**src/rtl/adc_serial_defs.svh**
```systemverilog
// timing counts and command codes for the converter serial/conversion block
// assumes a 125 MHz system clock and a master clock tick derived from it
`ifndef ADC_SERIAL_DEFS_SVH
`define ADC_SERIAL_DEFS_SVH

// system clock period and master clock tick divider (125 MHz / 17)
`define SYS_CLK_NS      8
`define MCLK_DIV        5'h11
// chip-select high time that resets the serial interface
`define CS_RST_NS       25
`define CS_RST_CYC      (((`CS_RST_NS) + (`SYS_CLK_NS) - 1) / (`SYS_CLK_NS))
// master clock periods
`define RST_LOW_TICKS   3'h4
`define STOP_EARLY_TICKS 8'h64
`define STOP_LATE_TICKS 8'h96
`define DATA_READY_N_HIGH_TICKS 16'h0010
`define START_WAIT_TICKS 10'h200
// command byte codes
`define CMD_NOP_CODE    8'h00
`define CMD_RESET_CODE  8'h06
`define CMD_START_CODE  8'h08
`define CMD_STOP_CODE   8'h0A

`endif

```
**src/rtl/adc_serial_pkg.sv**
```systemverilog
// types shared by the converter serial/conversion block
// assumes adc_serial_defs.svh is on the include path
`include "adc_serial_defs.svh"

package adc_serial_pkg;

  // pins from the host, carried together through the synchroniser
  typedef struct packed {
    logic cs_n;
    logic sclk;
    logic din;
    logic start;
    logic reset_n;
  } host_pins_t;

  typedef enum logic [7:0] {
    CMD_NOP   = `CMD_NOP_CODE,
    CMD_RESET = `CMD_RESET_CODE,
    CMD_START = `CMD_START_CODE,
    CMD_STOP  = `CMD_STOP_CODE
  } cmd_t;

  typedef enum logic [2:0] {
    ST_WAIT = 3'h1,
    ST_IDLE = 3'h2,
    ST_CONV = 3'h4
  } conv_state_t;

endpackage

```
**src/rtl/adc_serial_conversion_timing.sv**
```systemverilog
// serial interface and conversion-control timing of the converter
// assumes host pins are asynchronous to I_MCLK; master clock is a tick
`timescale 1ns/10ps
`include "adc_serial_defs.svh"

module adc_serial_conversion_timing #(
  parameter logic [16:0] T_SCIR   = 17'h10004,
  parameter logic [15:0] CONV_LEN = 16'h0400
) (
  // clock and reset
  input  wire logic I_MCLK,
  input  wire logic I_RST,
  // host pins
  input  wire logic I_CS_N,
  input  wire logic I_SCLK,
  input  wire logic I_DIN,
  input  wire logic I_START,
  input  wire logic I_RESET_N,
  // mode straps
  input  wire logic I_TIMEOUT_EN,
  input  wire logic I_CONTINUOUS,
  // shared data / data ready pin
  output logic      O_SHARED_OUT_READY_PIN,
  output logic      O_SHARED_OUT_READY_PIN_OE,
  // status
  output logic      O_DATA_READY_N,
  output logic      O_CONVERTING
);

  adc_serial_pkg::host_pins_t  pin_s1_r, pin_s2_r, pin_q_r, pin_in;
  adc_serial_pkg::conv_state_t state_r;
  logic [4:0]  div_r;
  logic        tick;
  logic        sclk_rise, sclk_fall, start_rise, start_fall;
  logic [2:0]  cs_hi_cnt_r;
  logic [16:0] to_cnt_r;
  logic        iface_rst;
  logic [2:0]  bit_cnt_r;
  logic [7:0]  rx_r, tx_r, cmd_byte;
  logic        in_cmd_r, dout_r, cmd_vld;
  logic [2:0]  rst_lo_cnt_r;
  logic        dev_rst;
  logic [9:0]  wait_cnt_r;
  logic [15:0] conv_cnt_r;
  logic [7:0]  since_fall_r, result_r;
  logic        data_ready_n_n_r, fell_r, start_pend_r, stop_pend_r;
  logic        start_req, stop_req;

  assign pin_in = '{cs_n: I_CS_N, sclk: I_SCLK, din: I_DIN,
                    start: I_START, reset_n: I_RESET_N};

  // two-flop synchroniser; pin_q_r only follows the second stage
  always_ff @(posedge I_MCLK) begin
    if (I_RST) begin
      pin_s1_r <= '{cs_n: 1'b1, sclk: 1'b0, din: 1'b0, start: 1'b0,
                    reset_n: 1'b1};
      pin_s2_r <= '{cs_n: 1'b1, sclk: 1'b0, din: 1'b0, start: 1'b0,
                    reset_n: 1'b1};
      pin_q_r  <= '{cs_n: 1'b1, sclk: 1'b0, din: 1'b0, start: 1'b0,
                    reset_n: 1'b1};
    end else begin
      pin_s1_r <= pin_in;
      pin_s2_r <= pin_s1_r;
      pin_q_r  <= pin_s2_r;
    end
  end

  assign sclk_rise  = pin_s2_r.sclk & ~pin_q_r.sclk;
  assign sclk_fall  = ~pin_s2_r.sclk & pin_q_r.sclk;
  assign start_rise = pin_s2_r.start & ~pin_q_r.start;
  assign start_fall = ~pin_s2_r.start & pin_q_r.start;

  // master clock tick, about 7.35 MHz
  always_ff @(posedge I_MCLK) begin
    if (I_RST || tick) begin
      div_r <= 5'h00;
    end else begin
      div_r <= div_r + 5'h01;
    end
  end
  assign tick = (div_r == `MCLK_DIV - 5'h01);

  always_ff @(posedge I_MCLK) begin
    if (I_RST || !pin_s2_r.cs_n) begin
      cs_hi_cnt_r <= 3'h0;
    end else if (cs_hi_cnt_r != 3'(`CS_RST_CYC)) begin
      cs_hi_cnt_r <= cs_hi_cnt_r + 3'h1;
    end
  end

  always_ff @(posedge I_MCLK) begin
    if (I_RST || !I_TIMEOUT_EN || sclk_rise || sclk_fall ||
        to_cnt_r >= T_SCIR) begin
      to_cnt_r <= 17'h00000;
    end else if (tick) begin
      to_cnt_r <= to_cnt_r + 17'h00001;
    end
  end

  assign iface_rst = I_RST || dev_rst ||
                     (cs_hi_cnt_r == 3'(`CS_RST_CYC)) ||
                     (I_TIMEOUT_EN && to_cnt_r >= T_SCIR);

  // serial shifter: bits in on falling edge, out on rising edge
  always_ff @(posedge I_MCLK) begin
    if (iface_rst) begin
      bit_cnt_r <= 3'h0;
      rx_r      <= 8'h00;
      tx_r      <= result_r;
      in_cmd_r  <= 1'b0;
      dout_r    <= 1'b0;
    end else if (!pin_s2_r.cs_n) begin
      if (sclk_rise) begin
        in_cmd_r <= 1'b1;
        dout_r   <= tx_r[7];
        tx_r     <= {tx_r[6:0], 1'b0};
      end
      if (sclk_fall) begin
        rx_r      <= {rx_r[6:0], pin_s2_r.din};
        bit_cnt_r <= bit_cnt_r + 3'h1;
        if (bit_cnt_r == 3'h7) begin
          in_cmd_r <= 1'b0;
          tx_r     <= result_r;
        end
      end
    end
  end

  assign cmd_byte = {rx_r[6:0], pin_s2_r.din};
  assign cmd_vld  = !pin_s2_r.cs_n && sclk_fall && bit_cnt_r == 3'h7;

  // shared pin shows data ready between commands
  always_ff @(posedge I_MCLK) begin
    if (I_RST) begin
      O_SHARED_OUT_READY_PIN    <= 1'b1;
      O_SHARED_OUT_READY_PIN_OE <= 1'b0;
    end else begin
      // a deselected or cut frame falls back to data ready at once
      O_SHARED_OUT_READY_PIN    <= (in_cmd_r && !pin_s2_r.cs_n) ?
                                   dout_r : data_ready_n_n_r;
      O_SHARED_OUT_READY_PIN_OE <= !pin_s2_r.cs_n;
    end
  end

  // reset pin is recognised only after it has been low for 4 ticks
  always_ff @(posedge I_MCLK) begin
    if (I_RST || pin_s2_r.reset_n) begin
      rst_lo_cnt_r <= 3'h0;
    end else if (tick && rst_lo_cnt_r != `RST_LOW_TICKS) begin
      rst_lo_cnt_r <= rst_lo_cnt_r + 3'h1;
    end
  end

  assign dev_rst = (rst_lo_cnt_r == `RST_LOW_TICKS) ||
                   (cmd_vld && cmd_byte == adc_serial_pkg::CMD_RESET);
  assign start_req = start_rise ||
                     (cmd_vld && cmd_byte == adc_serial_pkg::CMD_START);
  assign stop_req  = start_fall ||
                     (cmd_vld && cmd_byte == adc_serial_pkg::CMD_STOP);

  // ticks since data ready last fell, saturating
  always_ff @(posedge I_MCLK) begin
    if (I_RST || (data_ready_n_n_r && state_r == adc_serial_pkg::ST_CONV &&
                  conv_cnt_r == CONV_LEN - 16'h0001 && tick)) begin
      since_fall_r <= 8'h00;
    end else if (tick && since_fall_r != 8'hFF) begin
      since_fall_r <= since_fall_r + 8'h01;
    end
  end

  // conversion control
  always_ff @(posedge I_MCLK) begin
    if (I_RST || dev_rst) begin
      state_r      <= adc_serial_pkg::ST_WAIT;
      wait_cnt_r   <= 10'h000;
      conv_cnt_r   <= 16'h0000;
      data_ready_n_n_r     <= 1'b1;
      fell_r       <= 1'b0;
      start_pend_r <= 1'b0;
      stop_pend_r  <= 1'b0;
      result_r     <= 8'h00;
    end else begin
      case (state_r)
        adc_serial_pkg::ST_WAIT: begin
          if (start_req) begin
            start_pend_r <= 1'b1;
          end else if (stop_req) begin
            start_pend_r <= 1'b0;
          end
          if (tick) begin
            wait_cnt_r <= wait_cnt_r + 10'h001;
            if (wait_cnt_r == `START_WAIT_TICKS - 10'h001) begin
              state_r <= adc_serial_pkg::ST_IDLE;
            end
          end
        end
        adc_serial_pkg::ST_IDLE: begin
          if (start_req || start_pend_r) begin
            data_ready_n_n_r     <= 1'b1;
            conv_cnt_r   <= 16'h0000;
            fell_r       <= 1'b0;
            stop_pend_r  <= 1'b0;
            start_pend_r <= 1'b0;
            state_r      <= adc_serial_pkg::ST_CONV;
          end
        end
        adc_serial_pkg::ST_CONV: begin
          if (start_req) begin
            // restart raises data ready at once
            data_ready_n_n_r    <= 1'b1;
            conv_cnt_r  <= 16'h0000;
            fell_r      <= 1'b0;
            stop_pend_r <= 1'b0;
          end else if (stop_req && fell_r &&
                       since_fall_r < `STOP_LATE_TICKS) begin
            // early stop drops the running conversion
            // the 100..149 window is treated as early too
            state_r <= adc_serial_pkg::ST_IDLE;
          end else begin
            // late stop lets this conversion finish
            if (stop_req) begin
              stop_pend_r <= 1'b1;
            end
            if (tick) begin
              conv_cnt_r <= conv_cnt_r + 16'h0001;
              // rise early enough to stay high 16 ticks
              if (conv_cnt_r == CONV_LEN - `DATA_READY_N_HIGH_TICKS - 16'h0001) begin
                data_ready_n_n_r <= 1'b1;
              end
              if (conv_cnt_r == CONV_LEN - 16'h0001) begin
                data_ready_n_n_r   <= 1'b0;
                fell_r     <= 1'b1;
                result_r   <= result_r + 8'h01;
                conv_cnt_r <= 16'h0000;
                if (!I_CONTINUOUS || stop_pend_r || stop_req) begin
                  state_r <= adc_serial_pkg::ST_IDLE;
                end
              end
            end
          end
        end
        default: begin
          state_r <= adc_serial_pkg::ST_WAIT;
        end
      endcase
    end
  end

  assign O_DATA_READY_N = data_ready_n_n_r;
  assign O_CONVERTING   = state_r[2];

endmodule // adc_serial_conversion_timing

```
**config.mk**
```make
export PLATFORM = sky130hd
export DESIGN_NAME = adc_serial_conversion_timing
export DESIGN_NICKNAME = d
export VERILOG_FILES = /design/src/rtl/adc_serial_pkg.sv /design/src/rtl/adc_serial_conversion_timing.sv
export VERILOG_INCLUDE_DIRS = /design/src /design/src/rtl
export SDC_FILE = /design/constraint.sdc
export NUM_CORES = 1
export LEC_CHECK = 0
export BUFFER_PORTS_ARGS = -buffer_cell sky130_fd_sc_hd__buf_2
export CAP_MARGIN = 25
export CORE_ASPECT_RATIO = 0.8
export CORE_MARGIN = 3
export CORE_UTILIZATION = 46
export CTS_BUF_LIST = sky130_fd_sc_hd__clkbuf_8
export CTS_CLUSTER_SIZE = 28
export DETAILED_ROUTE_END_ITERATION = 10
export MAX_ROUTING_LAYER = met4
export SYNTH_ARGS = -nofsm -noshare
export SYNTH_HDL_FRONTEND = slang
export SYNTH_SLANG_ARGS = --single-unit
export TNS_END_PERCENT = 50
```
**constraint.sdc**
```tcl
create_clock -name I_MCLK -period 7.55 [get_ports I_MCLK]
set_clock_uncertainty 0.2 [all_clocks]
set_input_delay 1.51 -clock I_MCLK [delete_from_list [all_inputs] [get_ports I_MCLK]]
set_output_delay 1.51 -clock I_MCLK [all_outputs]
set_load 0.02 [all_outputs]
```
Word level (Yosys, flattened, before mapping):

Index checks and enable logic that the tools add are counted.

* flip-flop bits (word level): 111
* latch bits: 0
* bits in writable memories: 0
* bits in read-only memories: 0
* word-level logic and storage cells: 174
* memories kept: 0

* add/sub/neg operators: 9
* multiply operators: 0
* divide/modulo/power cells: 0
* order comparisons: 2
* equality and inequality tests: 30
* shift-type cells: 0
* multiplexer cells: 44
* bitwise operators: 11
* reduce and logical (&&, ||, !) cells: 46

Operator list (count)
* 2-to-1 mux 16 bit: 5
* 2-to-1 mux 8 bit: 5
* == test 16 x 10 -> 1 bit, second input constant: 2
* one-hot mux 16 bit (2 select lines): 1
* 2-to-1 mux 3 bit: 8
* 2-to-1 mux 1 bit: 20
* != test 3 bit, second input constant: 6
* adder 17 x 1 -> 17 bit, second input constant: 1
* >= comparator 17 bit, second input constant: 1
* logical OR 1 bit: 17
* adder 16 x 1 -> 16 bit, second input constant: 1
* adder 8 x 1 -> 8 bit, second input constant: 2
* == test 8 x 4 -> 1 bit, second input constant: 2
* AND reduction 5 bit: 3
* logical AND 1 bit: 14
* == test 3 bit, second input constant: 4
* adder 10 x 1 -> 10 bit, second input constant: 1
* == test 10 x 9 -> 1 bit, second input constant: 1
* adder 3 x 1 -> 3 bit, second input constant: 3
* one-hot mux 3 bit (3 select lines): 1
* == test 8 x 3 -> 1 bit, second input constant: 1
* less-than comparator 8 bit, second input constant: 1
* != test 2 bit, second input constant: 4
* != test 8 bit, second input constant: 1
* 17 further kinds: 37

Longest topological paths before layout:

* depth in word-level cells: 13
* gate-level depth with buffers: 10

Least setup slack after synthesis:

No wires, ideal clock.

* path type: input port to flip-flop
* start point: in I_RST
* end point: reg tx_r[1] (data pin)
* arrival: 2.619 ns
* required time: 7.089 ns
* setup slack: 4.470 ns
* cell stages on the path: 7
* cells stage by stage: a21oi_1 o31a_1 buf_2 and4_1 clkbuf_1 buf_2 a21oi_1

* longest elaborated chain between the ends: 4

RTL lines
* from (decl): line adc_serial_conversion_timing.sv:12 `input wire logic I_RST,`
* logical OR 1 bit (3 in series): line adc_serial_conversion_timing.sv:100 `assign iface_rst = I_RST || dev_rst ||`
* 2-to-1 mux 8 bit: line adc_serial_conversion_timing.sv:106 `if (iface_rst) begin`
* to (signal assigned): line adc_serial_conversion_timing.sv:109 `tx_r <= result_r;`
* to (signal assigned): line adc_serial_conversion_timing.sv:116 `tx_r <= {tx_r[6:0], 1'b0};`
* to (signal assigned): line adc_serial_conversion_timing.sv:123 `tx_r <= result_r;`
* to (decl): line adc_serial_conversion_timing.sv:39 `logic [7:0] rx_r, tx_r, cmd_byte;`

No other way between the ends.
A chain may end at the register's enable or synchronous reset.

Worst setup path after layout:

Ends and elaborated chain as after synthesis.

==> metrics.txt <==
outcome=completed; area grow syn2layout=7.91%; Reg2Reg Capture Point=conv_cnt_r[2]; # IOs=13; Main synth FF type=dfxtp_1; Slew HR=35.2%; leakage=0.00189 uW; Worst-path clk slew=120 ps; final period utilization=42.6%; layout cells sized above 1=8.42%; internal reg-to-reg setup slack=4530 ps; hold crit path type=flip-flop to flip-flop; H-tree depth=3; CTS root buf=clkbuf_8; Layout Cells excl Fill=between 700 and 800; # clock sinks=between 100 and 150; CTS Buffer Depth=2; P_sw=around 260 uW; Sw Share=25.2%; Worst Setup Slack, final=~4300 ps; maximum vdd ir drop=around 0.00012 V; combinational share of power=3.8%; CP Max Fanout=26; CP Launch Type=input port; syn_nets=about 590; r2r startpoint=bit_cnt_r[0]; fin nets=600; Final GP Congestion=0.835; I/O Buffers=12; Clock power frac=approximately two fifths; DR WL/cell=13.8 um; FP Rows=34; All-Layer GR Usage=~17%; DRT iter0 DRCs=169; Worst setup startpoint=I_RST; final slew viol count=0; die height=a little over 100 um; First-pass DRT Iterations=4; # hold bufs at CTS=0; Cells after Synth=571; clk_lat worst skew=390 ps; via count=3903; Final setup viols=0; initial antenna violation count=0; setup TNS=0 ps; Worst setup EP type=flip-flop; Setup crit end=tx_r[1]; P_int=788 uW; largest net degree at the start of global routing=27; maximum clock frequency=roughly 0.31 GHz; number of setup buffers added after CTS=0; CTS tree=done; first-pass GRT wire length=around 18000 um; Yosys warnings=0; DIE AREA=12600 um2; cts bufs inserted=9; synth unique cells=between 60 and 70; async set or reset register ratio after synthesis=0%; post-CTS resize count=0; worst reg-to-reg path cell count=7; final hold violations=0; vias per cell=5.38; Initial Util=47.4%; mean post-synth cell area=9.11 um2; RSZ-0062 raised after global routing=no; GRT overflow=0; FILL cells=1048; Tot Pwr=1050 uW; worst setup path class=input port to flip-flop; Worst EP required=roughly 7500 ps; hpwl dp=just over 7000 um; post-synthesis sequential area ratio=between 40 and 50%; DRC errors left=0; Mapped Area=5200 um2; n_diodes=0; placed insts=just over 700; post-route ant nets=0; core area=11000 um2; final WL=10100 um; Die Width=approximately 120 um; number of flops mapped to enable cells by yosys=8; Max Cap Violations=0; Pwr per Cell Area=~190 nW/um2; #FFs+latches synth=around 110; Sequential Power Share=between 50% and 60%; worst slew pin tran=between 900 and 1000 ps; Place WS=3940 ps; minimum clock period=3210 ps; WP data arrival=3140 ps; vias in the first global route=3621
-- metal layers --
layer | track usage (%) | share of wire, %
met5 | - | 0
met4 | 5.00 | 1.3
met3 | 4.18 | 4.5
met2 | 25.1 | 41
met1 | 24.2 | 53
-- cells in the final DEF (no fill, tap or decap), types with 3 or more instances in the layout --
cell       netlist  layout
and4_1           4       4
nor4_1           9       9
o21ai_0          9       9
a2111oi_0        3       3
nand2_1         37      37
xor2_1          19      19
dfxtp_1        103     103
or3_1            7       7
and2_1           3       3
mux2i_1         21      21
nand4_1         12      12
a21oi_1         24      24
nand3b_1         3       3
and3_1          11      11
inv_1           15      15
nor2b_1         16      16
nand2b_1         5       5
ha_1            14      14
buf_4            1       3
nor2_1          86      86
edfxtp_1         8       8
or2_2            4       4
buf_2            7      12
nand3_1         27      27
o21ai_1          3       3
nor3_1          18      18
clkbuf_8         0       9
nor3b_1          3       3
a211oi_1        10      10
xnor2_1         34      34
-- power groups by stage --
| stage | sequential (uW) | combinational (uW) | clock (uW) |
|---|---|---|---|
| 2_1_floorplan | 623 | 31.1 | 0 |
| 5_1_grt | 614 | 45.6 | 435 |
| 6_report | 612 | 39.6 | 401 |
| 3_3_place_gp | 625 | 38.7 | 0 |
| 4_1_cts | 612 | 40.3 | 416 |
| 3_5_place_dp | 625 | 40.3 | 0 |
-- kinds of logic (layout without fill, tap and decap cells) --
logic type | count (synthesis) | count (layout) | synth area share, %
adder cells (fa/ha/maj) | 14 | 14 | 3.37
AO/OA/AOI/OAI | 73 | 73 | 9.74
AND/OR/NAND/NOR | 263 | 263 | 26.7
multiplexers | 21 | 21 | 4.04
flip-flops | 111 | 111 | 44.3
buffers and inverters | 36 | 47 | 2.98
XOR/XNOR | 53 | 53 | 8.92
-- flip-flops by register name (all words and copies together), names as in the netlist, 4 cells and up --
register      flops
conv_cnt_r       16
div_r             5
pin_s1_r          5
pin_s2_r          4
result_r          8
rx_r              7
since_fall_r      8
to_cnt_r         17
tx_r              8
wait_cnt_r       10
-- synthesized netlist by cell type, types with 2 or more instances --
master	number	share of area, %
or3b_1	2	0.34
nand3b_1	3	0.43
ha_1	14	3.4
o21ai_1	3	0.29
buf_2	7	0.67
and4_1	4	0.67
and3_1	11	1.3
nand2b_1	5	0.60
nand2_1	37	2.7
edfxtp_1	8	4.6
a22oi_1	2	0.29
o31ai_1	2	0.29
nor4_1	9	1.1
o21bai_1	2	0.29
or3_1	7	0.84
nor2b_1	16	1.9
a2111oi_0	3	0.51
dfxtp_1	103	40
or2_2	4	0.48
inv_1	15	1.1
nor2_1	86	6.2
or4b_1	2	0.38
mux2i_1	21	4.0
nand4_1	12	1.4
xor2_1	19	3.2
nor3b_1	3	0.43
nor3_1	18	1.7
nand3_1	27	2.6
a211oi_1	10	1.4
o21ai_0	9	0.87
a21oi_1	24	2.3
a2111oi_1	2	0.38
nor3b_2	2	0.48
and2_1	3	0.36
clkbuf_1	11	0.79
xnor2_1	34	5.7
-- worst min-delay path by stage --
| stage | from | endpoint | slack, ps | cells past startpoint |
|---|---|---|---|---|
| final | pin_s1_r[4] | pin_s2_r[4] | 220 | 1 |
| after global routing | pin_s1_r[4] | pin_s2_r[4] | 250 | 1 |
| after CTS | pin_s1_r[4] | pin_s2_r[4] | 220 | 1 |
| after detailed placement | pin_s1_r[4] | pin_s2_r[4] | 190 | 1 |
| after global placement | pin_s1_r[4] | pin_s2_r[4] | 190 | 1 |
| after floorplan | pin_s1_r[0] | pin_s2_r[0] | 190 | 1 |
-- area by class of cell --
class | count | area [um2] | area share (%)
clock inverters | 7 | 108 | 1.92
well taps | 144 | 180 | 3.21
inverters | 15 | 56.3 | 1.00
multi-input cells | 424 | 2750 | 49.0
repair buffers | 16 | 93.8 | 1.67
flip-flops and latches | 111 | 2300 | 41.0
clock buffers | 9 | 124 | 2.21
-- metrics by stage --
stage / area, um2 / hold WS (ps) / utilization (%)
floorplan: 5200 / 189 / -
global placement: 5370 / 194 / 48.9
detailed placement: 5380 / 194 / 49.0
CTS: 5610 / 225 / 51.2
global route: 5610 / 253 / 51.2
finish: 5610 / 223 / 51.2
-- critical path, stage by stage --
cell and delay [ps]:
buf_2 240, a21oi_1 250, o31a_1 420, and4_1 580, a21oi_1 130
No activity file was read; power rests on OpenSTA's default activity.
